## config.mk

```make
export PLATFORM = sky130hd
export DESIGN_NAME = acc_top
export DESIGN_NICKNAME = d
export VERILOG_FILES = /design/src/acc_pkg.sv /design/src/acc_top.sv /design/src/acc_clkdiv.sv
export VERILOG_INCLUDE_DIRS = /design/src
export SDC_FILE = /design/constraint.sdc
export NUM_CORES = 1
export LEC_CHECK = 0
export BUFFER_PORTS_ARGS = -buffer_cell sky130_fd_sc_hd__buf_2
export CORE_AREA = 5 5 113 115
export CTS_CLUSTER_DIAMETER = 200
export DETAILED_ROUTE_END_ITERATION = 8
export DIE_AREA = 0 0 118 120
export PLACE_DENSITY = 0.68
export SYNTH_ARGS = -nofsm -noshare
export SYNTH_HDL_FRONTEND = slang
export SYNTH_SLANG_ARGS = --single-unit
```

## constraint.sdc

```tcl
create_clock -name I_SYS_CLK -period 2.3 [get_ports I_SYS_CLK]
set_input_delay 0.23 -clock I_SYS_CLK [delete_from_list [all_inputs] [get_ports I_SYS_CLK]]
set_output_delay 0.23 -clock I_SYS_CLK [all_outputs]
set_load 0.1 [all_outputs]
```

## src/acc_defs.svh

```systemverilog
// Constants for the converter compare/acquire control block.
// Assumes inclusion by bare name from any design or verification file.
`ifndef ACC_DEFS_SVH
`define ACC_DEFS_SVH
// ----------------------------------------
// Register offsets (8-bit address port)
// ----------------------------------------
`define ACC_OFS_CTL2 8'hE2
`define ACC_OFS_DISC 8'hF6
`define ACC_OFS_CTL0 8'hE8
`define ACC_OFS_CTL1 8'hE1
`define ACC_OFS_DLYL 8'hE3
`define ACC_OFS_RESH 8'hC3
`define ACC_OFS_RESL 8'hC2
`define ACC_OFS_CMPH 8'hCF
`define ACC_OFS_CMPL 8'hCE
`define ACC_OFS_IST 8'hF0
`define ACC_OFS_IMSK 8'hF1
// ----------------------------------------
// Field positions
// ----------------------------------------
`define ACC_C2_BRAKE 7
`define ACC_C2_POL 6
`define ACC_C2_GATE 5
`define ACC_C2_CMPO 4
`define ACC_C2_AQT_HI 3
`define ACC_C2_AQT_LO 1
`define ACC_C2_DMSB 0
`define ACC_C0_DONE 7
`define ACC_C0_START 6
`define ACC_C1_EN 0
`define ACC_C1_EXT 1
`define ACC_C1_DIV_HI 5
`define ACC_C1_DIV_LO 4
// ----------------------------------------
// Reset values and timing
// ----------------------------------------
`define ACC_RST_BYTE 8'h00
`define ACC_AQT_BASE 6
`define ACC_AQT_STEP 4
`define ACC_CONV_CYC 14
`define ACC_IRQ_DONE 0
`define ACC_IRQ_BRAKE 1
`endif

```

## src/acc_pkg.sv

```systemverilog
// Types for the converter compare/acquire control block.
// Assumes acc_defs.svh is compiled alongside.
package acc_pkg;
   typedef enum logic [4:0] {
      ACC_IDLE = 5'b00001,
      ACC_DELAY = 5'b00010,
      ACC_SAMPLE = 5'b00100,
      ACC_CONVERT = 5'b01000,
      ACC_FINISH = 5'b10000
   } acc_state_type;
   typedef logic [7:0] acc_byte_type;
endpackage

```

## src/acc_top.sv

```systemverilog
// Converter compare/acquire control: comparator, brake, timing, disconnect.
// Assumes an analog core that returns a 12-bit result when its phase ends.
// Assumes one system clock; the converter clock is only an enable.
// Notes on behaviour
// - Brake enabled and compare output 1: assert brake, clear PWM run.
// - After compare brake, PWM stays stopped until software sets run again.
// - Polarity 0: result >= compare; polarity 1: result < compare.
// - Gate enabled: done flag only when compare holds; else every completion.
// - Gate enabled: keep converting, updating result, until done flag sets.
// - Done flag and interrupt enable request the converter interrupt.
// - Compare output is read-only, refreshed after every conversion.
// - Sampling lasts 4 times acquisition field plus 6 converter clocks.
// - Control two bit 0 is the delay count MSB; low byte elsewhere.
// - Disconnect bit 1 forces that channel's digital read to 0.
// - Control two and disconnect registers reset to all zeros.
// - Nine-bit delay: after an external trigger, sampling starts after that many converter clocks; software starts skip it.
// - Done flag set at finish, blocks new starts, cleared by software.
// - Writing start bit begins conversion; reads 1 while busy.
`timescale 1ns/1ps
`include "acc_defs.svh"
module acc_top #(
   parameter int CHANNELS = 8,
   parameter int RES_W = 12
) (
   input wire logic I_SYS_CLK,
   input wire logic I_RESETN,
   input wire logic [7:0] I_ADDR,
   input wire logic [7:0] I_WDATA,
   input wire logic I_WR,
   input wire logic I_RD,
   output acc_pkg::acc_byte_type O_RDATA,
   input wire logic I_EXT_TRIG,
   input wire logic I_ADC_IE,
   input wire logic I_PWM_RUN_SET,
   input wire logic [RES_W-1:0] I_CORE_RESULT,
   output logic O_CORE_SAMPLE,
   output logic O_CORE_CONVERT,
   input wire logic [CHANNELS-1:0] I_PIN_DIGITAL,
   output logic [CHANNELS-1:0] O_PIN_DIGITAL,
   output logic O_FAULT_BRAKE,
   output logic O_PWM_RUN,
   output logic O_ADC_VECTOR_REQ,
   output logic O_IRQ
);
   import acc_pkg::*;
   // ----------------------------------------
   // Declarations
   // ----------------------------------------
   // Sequencer state
   acc_state_type state_ff, nxt_state;
   // Control two fields as separate flops
   logic brake_en_ff, pol_ff, gate_ff, cmpo_ff;
   logic [2:0] aqt_ff;
   logic dly_msb_ff;
   // Delay low byte and disconnect mask
   logic [7:0] dly_lo_ff;
   logic [7:0] disc_ff;
   // Remaining control bytes, compare and result words
   logic [3:0] ctl0_low_ff;
   logic [7:0] ctl1_ff;
   logic [RES_W-1:0] cmp_ff, res_ff;
   // Status flops
   logic done_ff, busy_ff, pwm_run_ff, brake_ff;
   // Interrupt status and mask: bit 0 done, bit 1 brake
   logic [1:0] ist_ff, imsk_ff;
   // One counter shared by delay, sample and convert phases
   logic [8:0] cnt_ff;
   // Converter tick and trigger edge detect
   logic tick, ext_ff, ext_edge;
   // Decoded strobes and compare terms
   logic wr_c0, wr_start, finish, cmp_now, flag_set;
   // Read data before the output register
   acc_byte_type rd_mux;

   // Address match to one offset
   function automatic logic hit(input logic [7:0] a, input logic [7:0] ofs);
      return a == ofs;
   endfunction

   // Divided converter clock as a one-cycle enable, so no second clock domain
   acc_clkdiv u_div (
      .I_SYS_CLK(I_SYS_CLK),
      .I_RESETN(I_RESETN),
      .i_div_sel(ctl1_ff[`ACC_C1_DIV_HI:`ACC_C1_DIV_LO]),
      .o_tick(tick)
   );

   // ----------------------------------------
   // Comparator
   // ----------------------------------------
   // Unsigned compare on fresh core result; polarity picks the sense
   always_comb begin
      if (pol_ff) begin
         cmp_now = (I_CORE_RESULT < cmp_ff);
      end else begin
         cmp_now = (I_CORE_RESULT >= cmp_ff);
      end
   end
   // Finish lasts one cycle; every completion event is judged there
   assign finish = (state_ff == ACC_FINISH);
   assign flag_set = finish && (!gate_ff || cmp_now);
   assign wr_c0 = I_WR && hit(I_ADDR, `ACC_OFS_CTL0);
   // Starts are refused while the done flag stands
   assign wr_start = wr_c0 && I_WDATA[`ACC_C0_START] && !done_ff && !busy_ff;

   // External trigger edge, ignored while busy
   always_ff @(posedge I_SYS_CLK or negedge I_RESETN) begin
      if (!I_RESETN) begin
         ext_ff <= 1'b0;
      end else begin
         ext_ff <= I_EXT_TRIG;
      end
   end
   // A trigger while busy or done is dropped, not queued
   assign ext_edge = I_EXT_TRIG && !ext_ff && ctl1_ff[`ACC_C1_EXT] && !busy_ff && !done_ff;

   // ----------------------------------------
   // Conversion sequencer
   // ----------------------------------------
   // Counter runs on converter clock ticks only
   always_comb begin
      nxt_state = state_ff;
      case (state_ff)
         ACC_IDLE: begin
            if (ext_edge) begin
               nxt_state = ACC_DELAY;
            end else if (wr_start) begin
               nxt_state = ACC_SAMPLE;
            end
         end
         ACC_DELAY: begin
            // A zero delay passes straight through in one cycle
            if (cnt_ff == 9'h000) begin
               nxt_state = ACC_SAMPLE;
            end
         end
         ACC_SAMPLE: begin
            // Leaves on the tick that would take the count to zero
            if (tick && cnt_ff == 9'h001) begin
               nxt_state = ACC_CONVERT;
            end
         end
         ACC_CONVERT: begin
            // Fixed conversion length in converter ticks
            if (tick && cnt_ff == 9'h001) begin
               nxt_state = ACC_FINISH;
            end
         end
         ACC_FINISH: begin
            // Gated mode loops until a matching result sets the flag
            nxt_state = (gate_ff && !cmp_now) ? ACC_SAMPLE : ACC_IDLE;
         end
         default: begin
            nxt_state = ACC_IDLE;
         end
      endcase
   end
   // State register
   always_ff @(posedge I_SYS_CLK or negedge I_RESETN) begin
      if (!I_RESETN) begin
         state_ff <= ACC_IDLE;
      end else begin
         state_ff <= nxt_state;
      end
   end
   // Phase counter loaded on each phase entry
   always_ff @(posedge I_SYS_CLK or negedge I_RESETN) begin
      if (!I_RESETN) begin
         cnt_ff <= 9'h000;
      end else if (nxt_state != state_ff) begin
         case (nxt_state)
            ACC_DELAY: cnt_ff <= {dly_msb_ff, dly_lo_ff};
            ACC_SAMPLE: cnt_ff <= 9'(`ACC_AQT_STEP * aqt_ff + `ACC_AQT_BASE);
            ACC_CONVERT: cnt_ff <= 9'(`ACC_CONV_CYC);
            default: cnt_ff <= 9'h000;
         endcase
      end else if (state_ff == ACC_FINISH && nxt_state == ACC_SAMPLE) begin
         cnt_ff <= 9'(`ACC_AQT_STEP * aqt_ff + `ACC_AQT_BASE);
      end else if (tick && cnt_ff != 9'h000) begin
         cnt_ff <= cnt_ff - 9'h001;
      end
   end
   // Busy bit reads back as the start bit
   // Stays high across gated retries, so software sees one long conversion
   always_ff @(posedge I_SYS_CLK or negedge I_RESETN) begin
      if (!I_RESETN) begin
         busy_ff <= 1'b0;
      end else if (wr_start || ext_edge) begin
         busy_ff <= 1'b1;
      end else if (finish && nxt_state == ACC_IDLE) begin
         busy_ff <= 1'b0;
      end
   end
   // Phase levels to the analog core, decoded from the state register
   assign O_CORE_SAMPLE = (state_ff == ACC_SAMPLE);
   assign O_CORE_CONVERT = (state_ff == ACC_CONVERT);

   // ----------------------------------------
   // Result, compare output and done flag
   // ----------------------------------------
   // Result and compare output latch in the finish cycle only
   always_ff @(posedge I_SYS_CLK or negedge I_RESETN) begin
      if (!I_RESETN) begin
         res_ff <= '0;
         cmpo_ff <= 1'b0;
      end else if (finish) begin
         res_ff <= I_CORE_RESULT;
         cmpo_ff <= cmp_now;
      end
   end
   // Set beats a same-cycle software clear
   always_ff @(posedge I_SYS_CLK or negedge I_RESETN) begin
      if (!I_RESETN) begin
         done_ff <= 1'b0;
      end else if (flag_set) begin
         done_ff <= 1'b1;
      end else if (wr_c0 && !I_WDATA[`ACC_C0_DONE]) begin
         done_ff <= 1'b0;
      end
   end
   // Vector request is a level; it drops as soon as the enable falls
   assign O_ADC_VECTOR_REQ = done_ff && I_ADC_IE;

   // ----------------------------------------
   // Fault brake and PWM run
   // ----------------------------------------
   // Evaluated with the fresh compare, not the stored bit
   // Brake wins over a same-cycle run set, so a fault is never lost
   always_ff @(posedge I_SYS_CLK or negedge I_RESETN) begin
      if (!I_RESETN) begin
         brake_ff <= 1'b0;
         pwm_run_ff <= 1'b0;
      end else if (finish && brake_en_ff && cmp_now) begin
         brake_ff <= 1'b1;
         pwm_run_ff <= 1'b0;
      end else if (I_PWM_RUN_SET) begin
         brake_ff <= 1'b0;
         pwm_run_ff <= 1'b1;
      end
   end
   // Outputs straight from flops
   assign O_FAULT_BRAKE = brake_ff;
   assign O_PWM_RUN = pwm_run_ff;

   // ----------------------------------------
   // Interrupt status and mask
   // ----------------------------------------
   // Sticky status; a new event beats a same-cycle write-one clear
   always_ff @(posedge I_SYS_CLK or negedge I_RESETN) begin
      if (!I_RESETN) begin
         ist_ff <= 2'h0;
      end else begin
         for (int i = 0; i < 2; i++) begin
            if ((i == `ACC_IRQ_DONE && flag_set)
                || (i == `ACC_IRQ_BRAKE && finish && brake_en_ff && cmp_now)) begin
               ist_ff[i] <= 1'b1;
            end else if (I_WR && hit(I_ADDR, `ACC_OFS_IST) && I_WDATA[i]) begin
               ist_ff[i] <= 1'b0;
            end
         end
      end
   end
   assign O_IRQ = |(ist_ff & imsk_ff);

   // ----------------------------------------
   // Software registers
   // ----------------------------------------
   // Register writes; read-only bits such as the compare output ignore them
   always_ff @(posedge I_SYS_CLK or negedge I_RESETN) begin
      if (!I_RESETN) begin
         brake_en_ff <= 1'b0;
         pol_ff <= 1'b0;
         gate_ff <= 1'b0;
         aqt_ff <= 3'h0;
         dly_msb_ff <= 1'b0;
         disc_ff <= `ACC_RST_BYTE;
         ctl0_low_ff <= 4'h0;
         ctl1_ff <= `ACC_RST_BYTE;
         dly_lo_ff <= `ACC_RST_BYTE;
         cmp_ff <= '0;
         imsk_ff <= 2'h0;
      end else if (I_WR) begin
         case (I_ADDR)
            `ACC_OFS_CTL2: begin
               brake_en_ff <= I_WDATA[`ACC_C2_BRAKE];
               pol_ff <= I_WDATA[`ACC_C2_POL];
               gate_ff <= I_WDATA[`ACC_C2_GATE];
               aqt_ff <= I_WDATA[`ACC_C2_AQT_HI:`ACC_C2_AQT_LO];
               dly_msb_ff <= I_WDATA[`ACC_C2_DMSB];
            end
            `ACC_OFS_DISC: disc_ff <= I_WDATA;
            `ACC_OFS_CTL0: ctl0_low_ff <= I_WDATA[3:0];
            `ACC_OFS_CTL1: ctl1_ff <= I_WDATA;
            `ACC_OFS_DLYL: dly_lo_ff <= I_WDATA;
            `ACC_OFS_CMPH: cmp_ff[11:4] <= I_WDATA;
            `ACC_OFS_CMPL: cmp_ff[3:0] <= I_WDATA[3:0];
            `ACC_OFS_IMSK: imsk_ff <= I_WDATA[1:0];
            default: begin
            end
         endcase
      end
   end

   // Digital input path gated per channel
   for (genvar g = 0; g < CHANNELS; g++) begin : g_disc
      assign O_PIN_DIGITAL[g] = I_PIN_DIGITAL[g] & ~disc_ff[g];
   end

   // ----------------------------------------
   // Read port: data the cycle after the strobe
   // ----------------------------------------
   // Unmapped offsets read as zero
   always_comb begin
      case (I_ADDR)
         `ACC_OFS_CTL2: rd_mux = {brake_en_ff, pol_ff, gate_ff, cmpo_ff, aqt_ff, dly_msb_ff};
         `ACC_OFS_DISC: rd_mux = disc_ff;
         `ACC_OFS_CTL0: rd_mux = {done_ff, busy_ff, 2'b00, ctl0_low_ff};
         `ACC_OFS_CTL1: rd_mux = ctl1_ff;
         `ACC_OFS_DLYL: rd_mux = dly_lo_ff;
         `ACC_OFS_RESH: rd_mux = res_ff[11:4];
         `ACC_OFS_RESL: rd_mux = {4'h0, res_ff[3:0]};
         `ACC_OFS_CMPH: rd_mux = cmp_ff[11:4];
         `ACC_OFS_CMPL: rd_mux = {4'h0, cmp_ff[3:0]};
         `ACC_OFS_IST: rd_mux = {6'h00, ist_ff};
         `ACC_OFS_IMSK: rd_mux = {6'h00, imsk_ff};
         default: rd_mux = 8'h00;
      endcase
   end
   // Read data registered and held at zero outside the answer cycle
   always_ff @(posedge I_SYS_CLK or negedge I_RESETN) begin
      if (!I_RESETN) begin
         O_RDATA <= 8'h00;
      end else if (I_RD) begin
         O_RDATA <= rd_mux;
      end else begin
         O_RDATA <= 8'h00;
      end
   end
endmodule

```

## src/acc_clkdiv.sv

```systemverilog
// Converter clock enable generator: one-cycle tick at the divided rate.
// Assumes the divide select is stable while converting.
`timescale 1ns/1ps
`include "acc_defs.svh"
module acc_clkdiv (
   input wire logic I_SYS_CLK,
   input wire logic I_RESETN,
   input wire logic [1:0] i_div_sel,
   output logic o_tick
);
   import acc_pkg::*;
   logic [2:0] cnt_ff;
   logic [2:0] lim;
   // ----------------------------------------
   // Divide by 1, 2, 4 or 8
   // ----------------------------------------
   always_comb begin
      lim = 3'((4'h1 << i_div_sel) - 4'h1);
   end
   // Free running counter; restarts at the limit
   always_ff @(posedge I_SYS_CLK or negedge I_RESETN) begin
      if (!I_RESETN) begin
         cnt_ff <= 3'h0;
      end else if (cnt_ff >= lim) begin
         cnt_ff <= 3'h0;
      end else begin
         cnt_ff <= cnt_ff + 3'h1;
      end
   end
   assign o_tick = (cnt_ff >= lim);
endmodule

```

Yosys cells after proc, flatten, opt, wreduce, memory -nomap -nowiden
Index checks and enable logic that the tools add are counted.

Eq/ne operators: 22. Bitwise gates (word level): 17. Magnitude comparators: 3. Shift operators: 1. Multiplexer cells: 27. Reduce and logical (&&, ||, !) cells: 46. $add $sub $neg: 4.

Operators by type and width (number): $eq 8x8->1 const B (11); $pmux 8 s11 (1); $mux 9 (3); $pmux 9 s3 (1); $mux 5 (5); $pmux 5 s5 (1); $logic_and 1x1->1 (21); $reduce_and 2->1 (8); $mux 1 (13); $ge 12x12->1 (1); $lt 12x12->1 (1); $eq 5x1->1 const B (2); $eq 5x2->1 const B (2); $eq 5x3->1 const B (2); $eq 5x4->1 const B (2); $reduce_bool 2->1 (5); $eq 9x1->1 const B (1); $logic_not 9->1 (1); $reduce_bool 9->1 (1); $sub 9x1->9 const B (1); $and 1x1->1 (8); $mux 8 (1); $not 1->1 (8); $add 5x3->6 const B (1); other kinds (12) (19).

Output and inout port bits: 22. Logic and storage cells: 145. Register bits after elaboration: 94. Input bits: 43.

Longest topological paths before layout
Gate-level depths: netlist of the first run.

Depth after elaboration: 12. Depth in mapped cells: 10. Mapped depth without buffers: 9.

Cells and area by module
Synthesis of the first run repeated with hierarchy kept, for this count alone.

Cells, all modules: 490. Area total of the unflattened synthesis: 5132.4 um^2.

Modules (own cells, without submodules): acc_top (instances 1, area an instance 4928.5 um^2, seq. area each 2278.4 um^2, cells each 471); acc_clkdiv (instances 1, area an instance 203.9 um^2, seq. area each 75.1 um^2, cells each 19).

Least setup slack after synthesis of the first run
OpenSTA, ideal clock, no wires.

Path type: register to register. Start: reg state_ff[1]. End: reg cnt_ff[4]. Cell stages (with the launch flop): 7. Slack: -2238 ps. Arrival: 4456 ps. Data required time: 2217 ps. Setup time: 83 ps. Clock period less this slack: 4538 ps. Buffers on the path: 0. Cell sequence: dfrtp_1 -> nand2b_1 -> nor4_1 -> mux2_2 -> or2_1 -> a32oi_1 -> o21ai_0.

Elaborated cells between the ends (all ways): 20. Classes of those cells: eq/ne (9); mux (9); reduce/logical (2).

RTL lines: start, declared (line acc_top.sv:50) `acc_state_type state_ff, nxt_state;`; start signal, assigned (line acc_top.sv:163) `state_ff <= nxt_state;`; $eq 5x3->1 *; named net O_CORE_SAMPLE (line acc_top.sv:36) `output logic O_CORE_SAMPLE,`; $pmux 5 s5 * (line acc_top.sv:123) `case (state_ff)`; named net nxt_state[3] (line acc_top.sv:50); $eq 5x3->1 (line acc_top.sv:171, acc_top.sv:177); $logic_and 1x1->1 (line acc_top.sv:177) `end else if (state_ff == ACC_FINISH && nxt_state == ACC_SAMPLE) begin`; $mux 9 (line acc_top.sv:177); $mux 9 (line acc_top.sv:170) `end else if (nxt_state != state_ff) begin`; end signal, assigned (line acc_top.sv:172) `ACC_DELAY: cnt_ff <= {dly_msb_ff, dly_lo_ff};`; end signal, assigned (line acc_top.sv:173) `` ACC_SAMPLE: cnt_ff <= 9'(`ACC_AQT_STEP * aqt_ff + `ACC_AQT_BASE); ``; end signal, assigned (line acc_top.sv:178) `` cnt_ff <= 9'(`ACC_AQT_STEP * aqt_ff + `ACC_AQT_BASE); ``; end, declared (line acc_top.sv:67) `logic [8:0] cnt_ff;`.

Mark *: on every way through the listed nets, which the timed path passes. The rest lies on a longest branch. A chain may end at the register's enable or synchronous reset.

Worst setup path in the final report of the first run
Start: reg cnt_ff[1]. End: reg cnt_ff[3].

Cells in the longest elaborated chain, start to end: 8. Elaborated cells between the ends (all ways): 20. Classes of those cells: add/sub (1); eq/ne (5); mux (8); reduce/logical (6).

RTL lines: start signal, assigned (line acc_top.sv:172); start signal, assigned (line acc_top.sv:173); start signal, assigned (line acc_top.sv:174) `` ACC_CONVERT: cnt_ff <= 9'(`ACC_CONV_CYC); ``; $eq 9x1->1 (line acc_top.sv:139, acc_top.sv:145); $logic_and 1x1->1 (line acc_top.sv:139, acc_top.sv:145); $mux 5, on equally long branches (line acc_top.sv:145, acc_top.sv:139); $pmux 5 s5 (line acc_top.sv:123); $eq 5x3->1 (line acc_top.sv:171, acc_top.sv:177); $logic_and 1x1->1 (line acc_top.sv:177); $mux 9 (line acc_top.sv:177); $mux 9 (line acc_top.sv:170).

Several ways; a longest one is shown, not always the timed one. The select of a mux whose other input is x is not followed.

==> flow_summary.toml, run 1 <==
[worst_hold_path]
min_path_type = "input port to flop"
hold_depth = 1

[sta]
worst_pin_slew_ns = 0.747
worst_slack_ns = -0.0754
fin_skew_ns = 0.00681
whs_ns = 0.0330
period_share = 1.03
setup-violations-final = 3
report.final.slew_viol_count = 0
relSlewSlack = 0.495
period_minus_slack_ns = 2.38
finalHoldViolations = 0
rsz0062_at_grt = "yes"
fmax_mhz = 421

[synthesis]
async_flop_share = 1.00
ys_warn_count = 0
yosysTopAreaCell = "dfrtp_1"
ys_seq_area_frac = 0.465
synth_top_area_frac = 0.460
syn_nets = 531
ys_top_cells_by_area = "dfrtp_1 46%, mux2_2 14%, ha_1 4.7%, nand2_1 2.7%, nor2_1 2.4%"
avgSynthCellArea_sq_um = 10.8
ys_types = 65
syn-instance-count = 469
synth.cell_area_sq_um = 5060
synth-main-ff-cell = "dfrtp_1"
synth_edf_count = 0
synth-seq-cells = 94

[worst_setup_path]
cp-start-kind = "flop"
r2r_cells = 8
crit_path_end_kind = "flop"
crit_type = "flop to flop"
required_ns = 2.56
crit_arrival_ns = 2.64
crit_fanout = 6

[routing]
drc = 0
dr.pass1.iters = 5
drt_iter0_drc = 245
routed_wl_microns = 14000
vias = 4287
wire_per_inst_microns = 18.6
drtAntennaViolNets = 0
vias_per_cell = 5.69

[floorplanning]
fp.dieW_microns = 118
pin_count = 65
initial_core_util = 0.432
die-area_sq_um = 14200
num_rows = 40
core_sq_um = 11700
die_height_microns = 120

[cells_and_area]
final_nets = 663
final_common_cell = "dfrtp_1"
antenna_cells = 0
utilization = 0.558
layout_common_cells = "93 x dfrtp_1, 64 x buf_4, 63 x buf_2, 62 x mux2_2, 35 x nand2_1"
area_growth_pct = 29.2
fillers = 1041
drive_gt1_frac = 0.416

[global_route]
first_global_vias = 4487
grt_pass1_wl_microns = 23000
overflow = 0
antenna_found_initial = 0
grt_max_degree = 47
grt_usage = 0.200

[clocking]
cts.sinks = 94
htree_levels = 3
clock_path_buffers = 2
clkTransAtPathRegs_ns = 0.07
root_buffer = "clkbuf_16"
clk_latency_ns = 0.34
numCtsBuffers = 9
cts_tree = "done"

[run_status]
status = "finished with violations"
failed_checks = "negative setup slack"

[pwr]
max-vdd-ir-drop_v = 0.000446
p_per_area_nw_per_um2 = 684
power.leakage_nw = 3.06

[flow_run]
drv_cap = 0

[placement]
place_hpwl_microns = 10500
finalWeightedCongestion = 0.870
io_buffers = 64
synthesized netlist by cell type, types with 2 or more instances:
cell,number
a222oi_1,7
and3_1,6
or2_2,2
a21boi_0,2
and4_1,2
a41oi_1,2
o211ai_1,4
nand2_1,36
a221oi_1,2
buf_1,3
and4bb_2,2
xnor2_1,3
a22o_1,3
a21oi_1,19
nand3_1,12
ha_1,19
mux2_2,63
nor2_1,32
or3_1,2
o21ai_0,15
a31oi_1,6
nor4b_1,2
inv_1,25
nand4_1,6
and2_1,5
a22oi_1,10
nor3_1,11
a211oi_1,2
nor4_1,3
mux2i_1,8
nand3b_1,3
clkbuf_1,7
nand2b_1,5
a21o_1,5
nand4b_1,2
nor2b_1,12
dfrtp_1,93
cell families (layout without fill, tap and decap cells):
group,Yosys count,in the layout,synth area share
simple gates,150,150,0.161
xor+xnor,4,4,0.00693
fa+ha+maj,19,19,0.0470
mux,71,71,0.156
buf+inv,36,173,0.0282
compound gates,95,95,0.136
flops,94,94,0.465
through the flow:
stage          instances  power (W)  setup TNS [ns]  setup WS (ns)  area (sq um)
2_1_floorplan        469    0.00242          -0.177        -0.0717          5100
3_3_place_gp         724    0.00278          -0.933         -0.169          5980
3_5_place_dp         724    0.00282           -1.48         -0.215          5980
4_1_cts              746    0.00441          -0.119        -0.0768          6430
5_1_grt              753    0.00470          -0.675         -0.124          6540
6_report             753    0.00447          -0.123        -0.0754          6540
power breakdown:
group | total (W) | switching [W] | internal, W
clock network | 0.00151 | 0.000615 | 0.000897
logic | 0.00108 | 0.000535 | 0.000545
registers | 0.00188 | 0.0000944 | 0.00179
total | 0.00447 | 0.00124 | 0.00323
timing repair:
action	CTS	global route
endpoints found under the setup margin	14	15
pin swaps	14	9
hold endpoints to repair	43	0
setup buffers	6	7
resized for setup	28	10
hold buffers	1	0
routing by layer:
layer	GRT usage	wire (microns)	vias to the layer above
met1	0.262	6060	2147
met2	0.335	7010	119
li1	-	-	2002
met3	0.0269	609	19
met4	0.0810	294	0
met5	0	0	-
worst max-delay path, stage by stage, from the launching register on:
cell     delay, ns
dfrtp_1       0.40
inv_2         0.09
ha_4          0.13
or3b_4        0.38
or3_4         0.34
a32o_2        0.27
a21o_4        0.24
mux2_2        0.29
o22ai_2       0.15
layout make-up:
cell class | count | area, sq um | area share
repair buffers | 132 | 860 | 0.131
multi-input cells | 339 | 2750 | 0.420
well taps | 147 | 184 | 0.0281
clock buffers | 12 | 256 | 0.0392
flip-flops and latches | 94 | 2350 | 0.360
clock inverters | 4 | 45.0 | 0.00689
inverters | 25 | 93.8 | 0.0144
state kept, by name, summed over array words and instances (netlist names), 3 cells and up:
register and count:
cmp_ff 12, state_ff 5, dly_lo_ff 8, ctl0_low_ff 4, aqt_ff 3, res_ff 12
u_div.cnt_ff 3, cnt_ff 9, disc_ff 8, O_RDATA 8, ctl1_ff 8
final timing paths:
kind / from / endpoint / slack [ns]
min in group asynchronous: I_RESETN / cnt_ff[8]$_DFFE_PN0P_ / 0.46
worst max register to register: cnt_ff[1]$_DFFE_PN0P_ / cnt_ff[3]$_DFFE_PN0P_ / -0.08
worst min-delay path: I_EXT_TRIG / ext_ff$_DFF_PN0_ / 0.03
max in group asynchronous: I_RESETN / aqt_ff[1]$_DFFE_PN0P_ / 1.17
worst min register to register: u_div.cnt_ff[0]$_DFF_PN0_ / u_div.cnt_ff[0]$_DFF_PN0_ / 0.46
worst max-delay path: cnt_ff[1]$_DFFE_PN0P_ / cnt_ff[3]$_DFFE_PN0P_ / -0.08
No activity file was read; power rests on OpenSTA's default activity.
==> run 2: changes to the inputs <==
Settings changed: CTS_CLUSTER_SIZE set to 20, PLACE_DENSITY 0.68 to 0.65.
Clock period 2.3 ns to 2.7 ns, I/O delays scaled along.
==> flow_summary.toml, run 2 (synthesized netlist as in run 1, its figures left out) <==
[routing]
maxUsedRoutingLayer = "met4"
m1WireLength_microns = 5850
dr.pass1.iters = 5
drtAntennaViolNets = 0
vias_per_cell = 5.77
dr_wl_met3_microns = 575
drc = 0
routed_wl_microns = 13200
drt_iter0_drc = 290
wl_met2_microns = 6600
vias = 4054
wire_per_inst_microns = 18.8

[worst_setup_path]
cp_top_family = "simple AND/OR/NAND/NOR gates"
path_buf_inv = 2
cp_slowest_cell = "or3b_2"
r2r-end = "cnt_ff[0]$_DFFE_PN0P_"
cp_slowest_stage_delay_ns = 0.47
crit_arrival_ns = 2.81
crit_chain = "inv_1 -> ha_1 -> or3b_2 -> or3_4 -> a32o_1 -> a21o_4 -> buf_4 -> a22oi_1 -> a31oi_1"
crit_type = "flop to flop"
rrSetupSlack_ns = 0.11
required_ns = 2.92
rr_startpoint = "cnt_ff[0]$_DFFE_PN0P_"
r2r_cells = 9
crit_path_end_kind = "flop"
crit_fanout = 8
cp-start-kind = "flop"

[pwr]
finalPower_w = 0.00344
power.leakage_nw = 2.75
p_switching_w = 0.00103
max-vdd-ir-drop_v = 0.000334
p_int_w = 0.00240
swShare = 0.301
clockPowerShare = 0.354
combPwrFrac = 0.170
p_seq_frac = 0.476
p_per_area_nw_per_um2 = 577

[floorplanning]
initial_core_util = 0.432
die_height_microns = 120
die-area_sq_um = 14200
core_sq_um = 11700
fp.dieW_microns = 118
pin_count = 65
num_rows = 40

[sta]
period_share = 0.958
finalSetupTns_ns = 0
relSlewSlack = 0.532
period_minus_slack_ns = 2.59
worst_slack_ns = 0.112
worst_pin_slew_ns = 0.693
finalHoldViolations = 0
fmax_mhz = 386
setup-violations-final = 0
report.final.slew_viol_count = 0
rsz0062_at_grt = "no"
fin_skew_ns = 0.00602

[global_route]
grt_usage = 0.193
grt_max_degree = 50
grt_pass1_wl_microns = 22000
antenna_found_initial = 0
overflow = 0
first_global_vias = 4193

[cells_and_area]
area_growth_pct = 17.9
final_common_cell = "dfrtp_1"
drive_gt1_frac = 0.315
layout_common_cells = "93 x dfrtp_1, 63 x mux2_2, 63 x buf_2, 36 x nand2_1, 32 x nor2_1"
fillers = 1080
multi_input_area_sq_um = 2590
seq_area_sq_um = 2350
final_nets = 612
design_area_sq_um = 5960
antenna_cells = 0
reg_top3 = "cmp_ff (12), res_ff (12), cnt_ff (9)"

[clocking]
clkTransAtPathRegs_ns = 0.07
clk_latency_ns = 0.34
htree_levels = 3
numCtsBuffers = 9
cts.sinks = 94
cts_tree = "done"
root_buffer = "clkbuf_16"
clock_path_buffers = 2

[run_status]
status = "finished clean"

[placement]
place_hpwl_microns = 10100
post-place-ws_ns = 0.0797
finalWeightedCongestion = 0.858
io_buffers = 64
dpl_cell_area_sq_um = 5670

[worst_hold_path]
min_path_type = "input port to flop"
hold_depth = 1
min_to = "ext_ff$_DFF_PN0_"
hp-start = "I_EXT_TRIG"

[flow_run]
drv_cap = 0
-- run 2: cell types whose count changed in the layout (fill, tap and decap cells not counted), sizes merged --
| cell | previous run | this run |
|---|---|---|
| clkinvlp | 0 | 4 |
| inv | 25 | 28 |
| bufinv | 1 | 0 |
| buf | 131 | 80 |
| clkbuf | 12 | 9 |
| clkinv | 3 | 0 |
-- run 2: worst max-delay path by stage --
stage,startpoint,end,slack (ns),cells past startpoint
5_1_grt,cmp_ff[11]$_DFFE_PN0P_,cnt_ff[4]$_DFFE_PN0P_,0.01,10
4_1_cts,cnt_ff[0]$_DFFE_PN0P_,cnt_ff[0]$_DFFE_PN0P_,0.06,9
6_report,cnt_ff[0]$_DFFE_PN0P_,cnt_ff[0]$_DFFE_PN0P_,0.11,9
3_5_place_dp,cnt_ff[0]$_DFFE_PN0P_,cnt_ff[0]$_DFFE_PN0P_,0.08,9
3_3_place_gp,cnt_ff[0]$_DFFE_PN0P_,cnt_ff[1]$_DFFE_PN0P_,0.12,8
2_1_floorplan,cnt_ff[0]$_DFFE_PN0P_,cnt_ff[1]$_DFFE_PN0P_,0.17,9
-- run 2: final cells by class --
class | count | area share
flip-flops and latches | 94 | 0.395
inverters | 25 | 0.0157
repair buffers | 81 | 0.0780
multi-input cells | 339 | 0.434
clock buffers | 9 | 0.0378
clock inverters | 7 | 0.00944
well taps | 147 | 0.0308
-- run 2: routing by layer --
layer  vias to the layer above  global-route usage
li1                       1909                   -
met4                         0              0.0595
met1                      2026               0.257
met5                         -                   0
met2                       105               0.328
met3                        14              0.0250
-- run 2: stage by stage --
stage	util	hold slack (ns)	instances
floorplan	-	-0.0256	469
global placement	0.484	0.345	685
detailed placement	0.484	0.348	685
CTS	0.509	0.0490	702
global route	0.509	0.0565	702
finish	0.509	0.0595	702
-- run 2: power by group through the flow --
stage	Sequential (W)	Clock, W	Combinational (W)
after global routing	0.00166	0.00130	0.000653
after floorplan	0.00163	0	0.000428
after detailed placement	0.00166	0	0.000584
final	0.00164	0.00122	0.000583
after global placement	0.00166	0	0.000559
after CTS	0.00164	0.00124	0.000587
-- run 2: repair_timing --
item,in CTS,in global routing
buffers inserted,0,0
hold endpoints to repair,46,0
resized for setup,0,2
endpoints found under the setup margin,0,4
hold buffers,1,0
==> run 3: changes to the inputs <==
Settings changed: MAX_ROUTING_LAYER set to met4.
==> flow_summary.toml, run 3 (synthesized netlist as in run 1, its figures left out) <==
[routing]
dr.pass1.iters = 7
drtAntennaViolNets = 0
vias_per_cell = 5.78
routed_wl_microns = 13200
vias = 4060
drc = 0
wire_per_inst_microns = 18.7
drt_iter0_drc = 399

[floorplanning]
fp.dieW_microns = 118
die-area_sq_um = 14200
die_height_microns = 120
core_sq_um = 11700
initial_core_util = 0.432
num_rows = 40
pin_count = 65

[clocking]
cts_tree = "done"
clkTransAtPathRegs_ns = 0.07
cts.sinks = 94
root_buffer = "clkbuf_16"
clk_latency_ns = 0.35
htree_levels = 3
numCtsBuffers = 9
clock_path_buffers = 2

[sta]
worst_slack_ns = 0.107
rsz0062_at_grt = "no"
whs_ns = 0.0552
finalSetupTns_ns = 0
fin_skew_ns = 0.0104
report.final.slew_viol_count = 0
relSlewSlack = 0.527
finalHoldViolations = 0
period_minus_slack_ns = 2.59
worst_pin_slew_ns = 0.699
period_share = 0.960
fmax_mhz = 386
setup-violations-final = 0

[placement]
io_buffers = 64
placed_cells = 684
place_hpwl_microns = 9900
post-place-ws_ns = 0.0327
finalWeightedCongestion = 0.876

[global_route]
antenna_found_initial = 0
grt_max_degree = 95
overflow = 0
first_global_vias = 4209
grt_pass1_wl_microns = 21700
grt_usage = 0.196

[pwr]
p_per_area_nw_per_um2 = 573
power.leakage_nw = 2.76
max-vdd-ir-drop_v = 0.000312

[cells_and_area]
final_common_cell = "dfrtp_1"
layout_common_cells = "93 x dfrtp_1, 63 x mux2_2, 63 x buf_2, 36 x nand2_1, 32 x nor2_1"
utilization = 0.510
drive_gt1_frac = 0.319
area_growth_pct = 18.0
fillers = 1092
reg_top3 = "cmp_ff (12), res_ff (12), cnt_ff (9)"
finalNonFillerCells = 702
antenna_cells = 0
final_nets = 612

[worst_setup_path]
required_ns = 2.93
crit_arrival_ns = 2.82
cp-start-kind = "flop"
path_buf_inv = 1
crit_path_end_kind = "flop"
cp_top_family = "compound AO/OA/AOI/OAI gates"
crit_type = "flop to flop"
cp_slowest_stage_delay_ns = 0.47
crit_fanout = 11
cp_slowest_cell = "or3b_2"
rrSetupSlack_ns = 0.11
crit_chain = "inv_1 -> ha_2 -> or3b_2 -> or3_4 -> a32o_1 -> a21o_4 -> a2111oi_4 -> nor2_1"

[flow_run]
drv_cap = 0

[run_status]
status = "finished clean"

[worst_hold_path]
min_path_type = "input port to flop"
==> run 3: stage by stage <==
| step | total power, W | area [sq um] |
|---|---|---|
| detailed placement | 0.00224 | 5660 |
| global route | 0.00358 | 5970 |
| finish | 0.00342 | 5970 |
| floorplan | 0.00205 | 5070 |
| global placement | 0.00221 | 5660 |
| CTS | 0.00343 | 5940 |
==> run 3: layout make-up <==
| cell class | instances | area, sq um | area share |
|---|---|---|---|
| clock buffer | 10 | 229 | 0.0383 |
| clock inverter | 6 | 45.0 | 0.00754 |
| inverter | 25 | 93.8 | 0.0157 |
| multi-input combinational | 339 | 2600 | 0.435 |
| sequential | 94 | 2350 | 0.394 |
| tap | 147 | 184 | 0.0308 |
| timing repair buffer | 81 | 465 | 0.0780 |
==> run 3: repair_timing <==
item | CTS | global route
hold buffers | 1 | 0
endpoints found under the hold margin | 6 | 0
gates resized for setup | 0 | 5
setup buffers | 0 | 1
endpoints found under the setup margin | 0 | 5
==> run 3: path summary, 6_finish.rpt <==
kind                                           startpoint  depth (start not counted)                         to
worst max-delay path                cnt_ff[0]$_DFFE_PN0P_                          8      cnt_ff[1]$_DFFE_PN0P_
worst min-delay path                           I_EXT_TRIG                          1           ext_ff$_DFF_PN0_
worst max register to register      cnt_ff[0]$_DFFE_PN0P_                          8      cnt_ff[1]$_DFFE_PN0P_
worst min register to register  u_div.cnt_ff[0]$_DFF_PN0_                          1  u_div.cnt_ff[0]$_DFF_PN0_
max in group asynchronous                        I_RESETN                          3     disc_ff[2]$_DFFE_PN0P_
min in group asynchronous                        I_RESETN                          3      cnt_ff[8]$_DFFE_PN0P_
==> run 3: per-layer routing <==
metal / track usage / wire length (microns)
met2: 0.315 / 6540
met4: 0.0681 / 177
met5: - / 0
met3: 0.0377 / 730
met1: 0.249 / 5700
==> run 3: where the power goes <==
group | switching (W) | internal [W]
Clock | 0.000569 | 0.000630
Sequential | 0.000116 | 0.00152
Combinational | 0.000336 | 0.000250
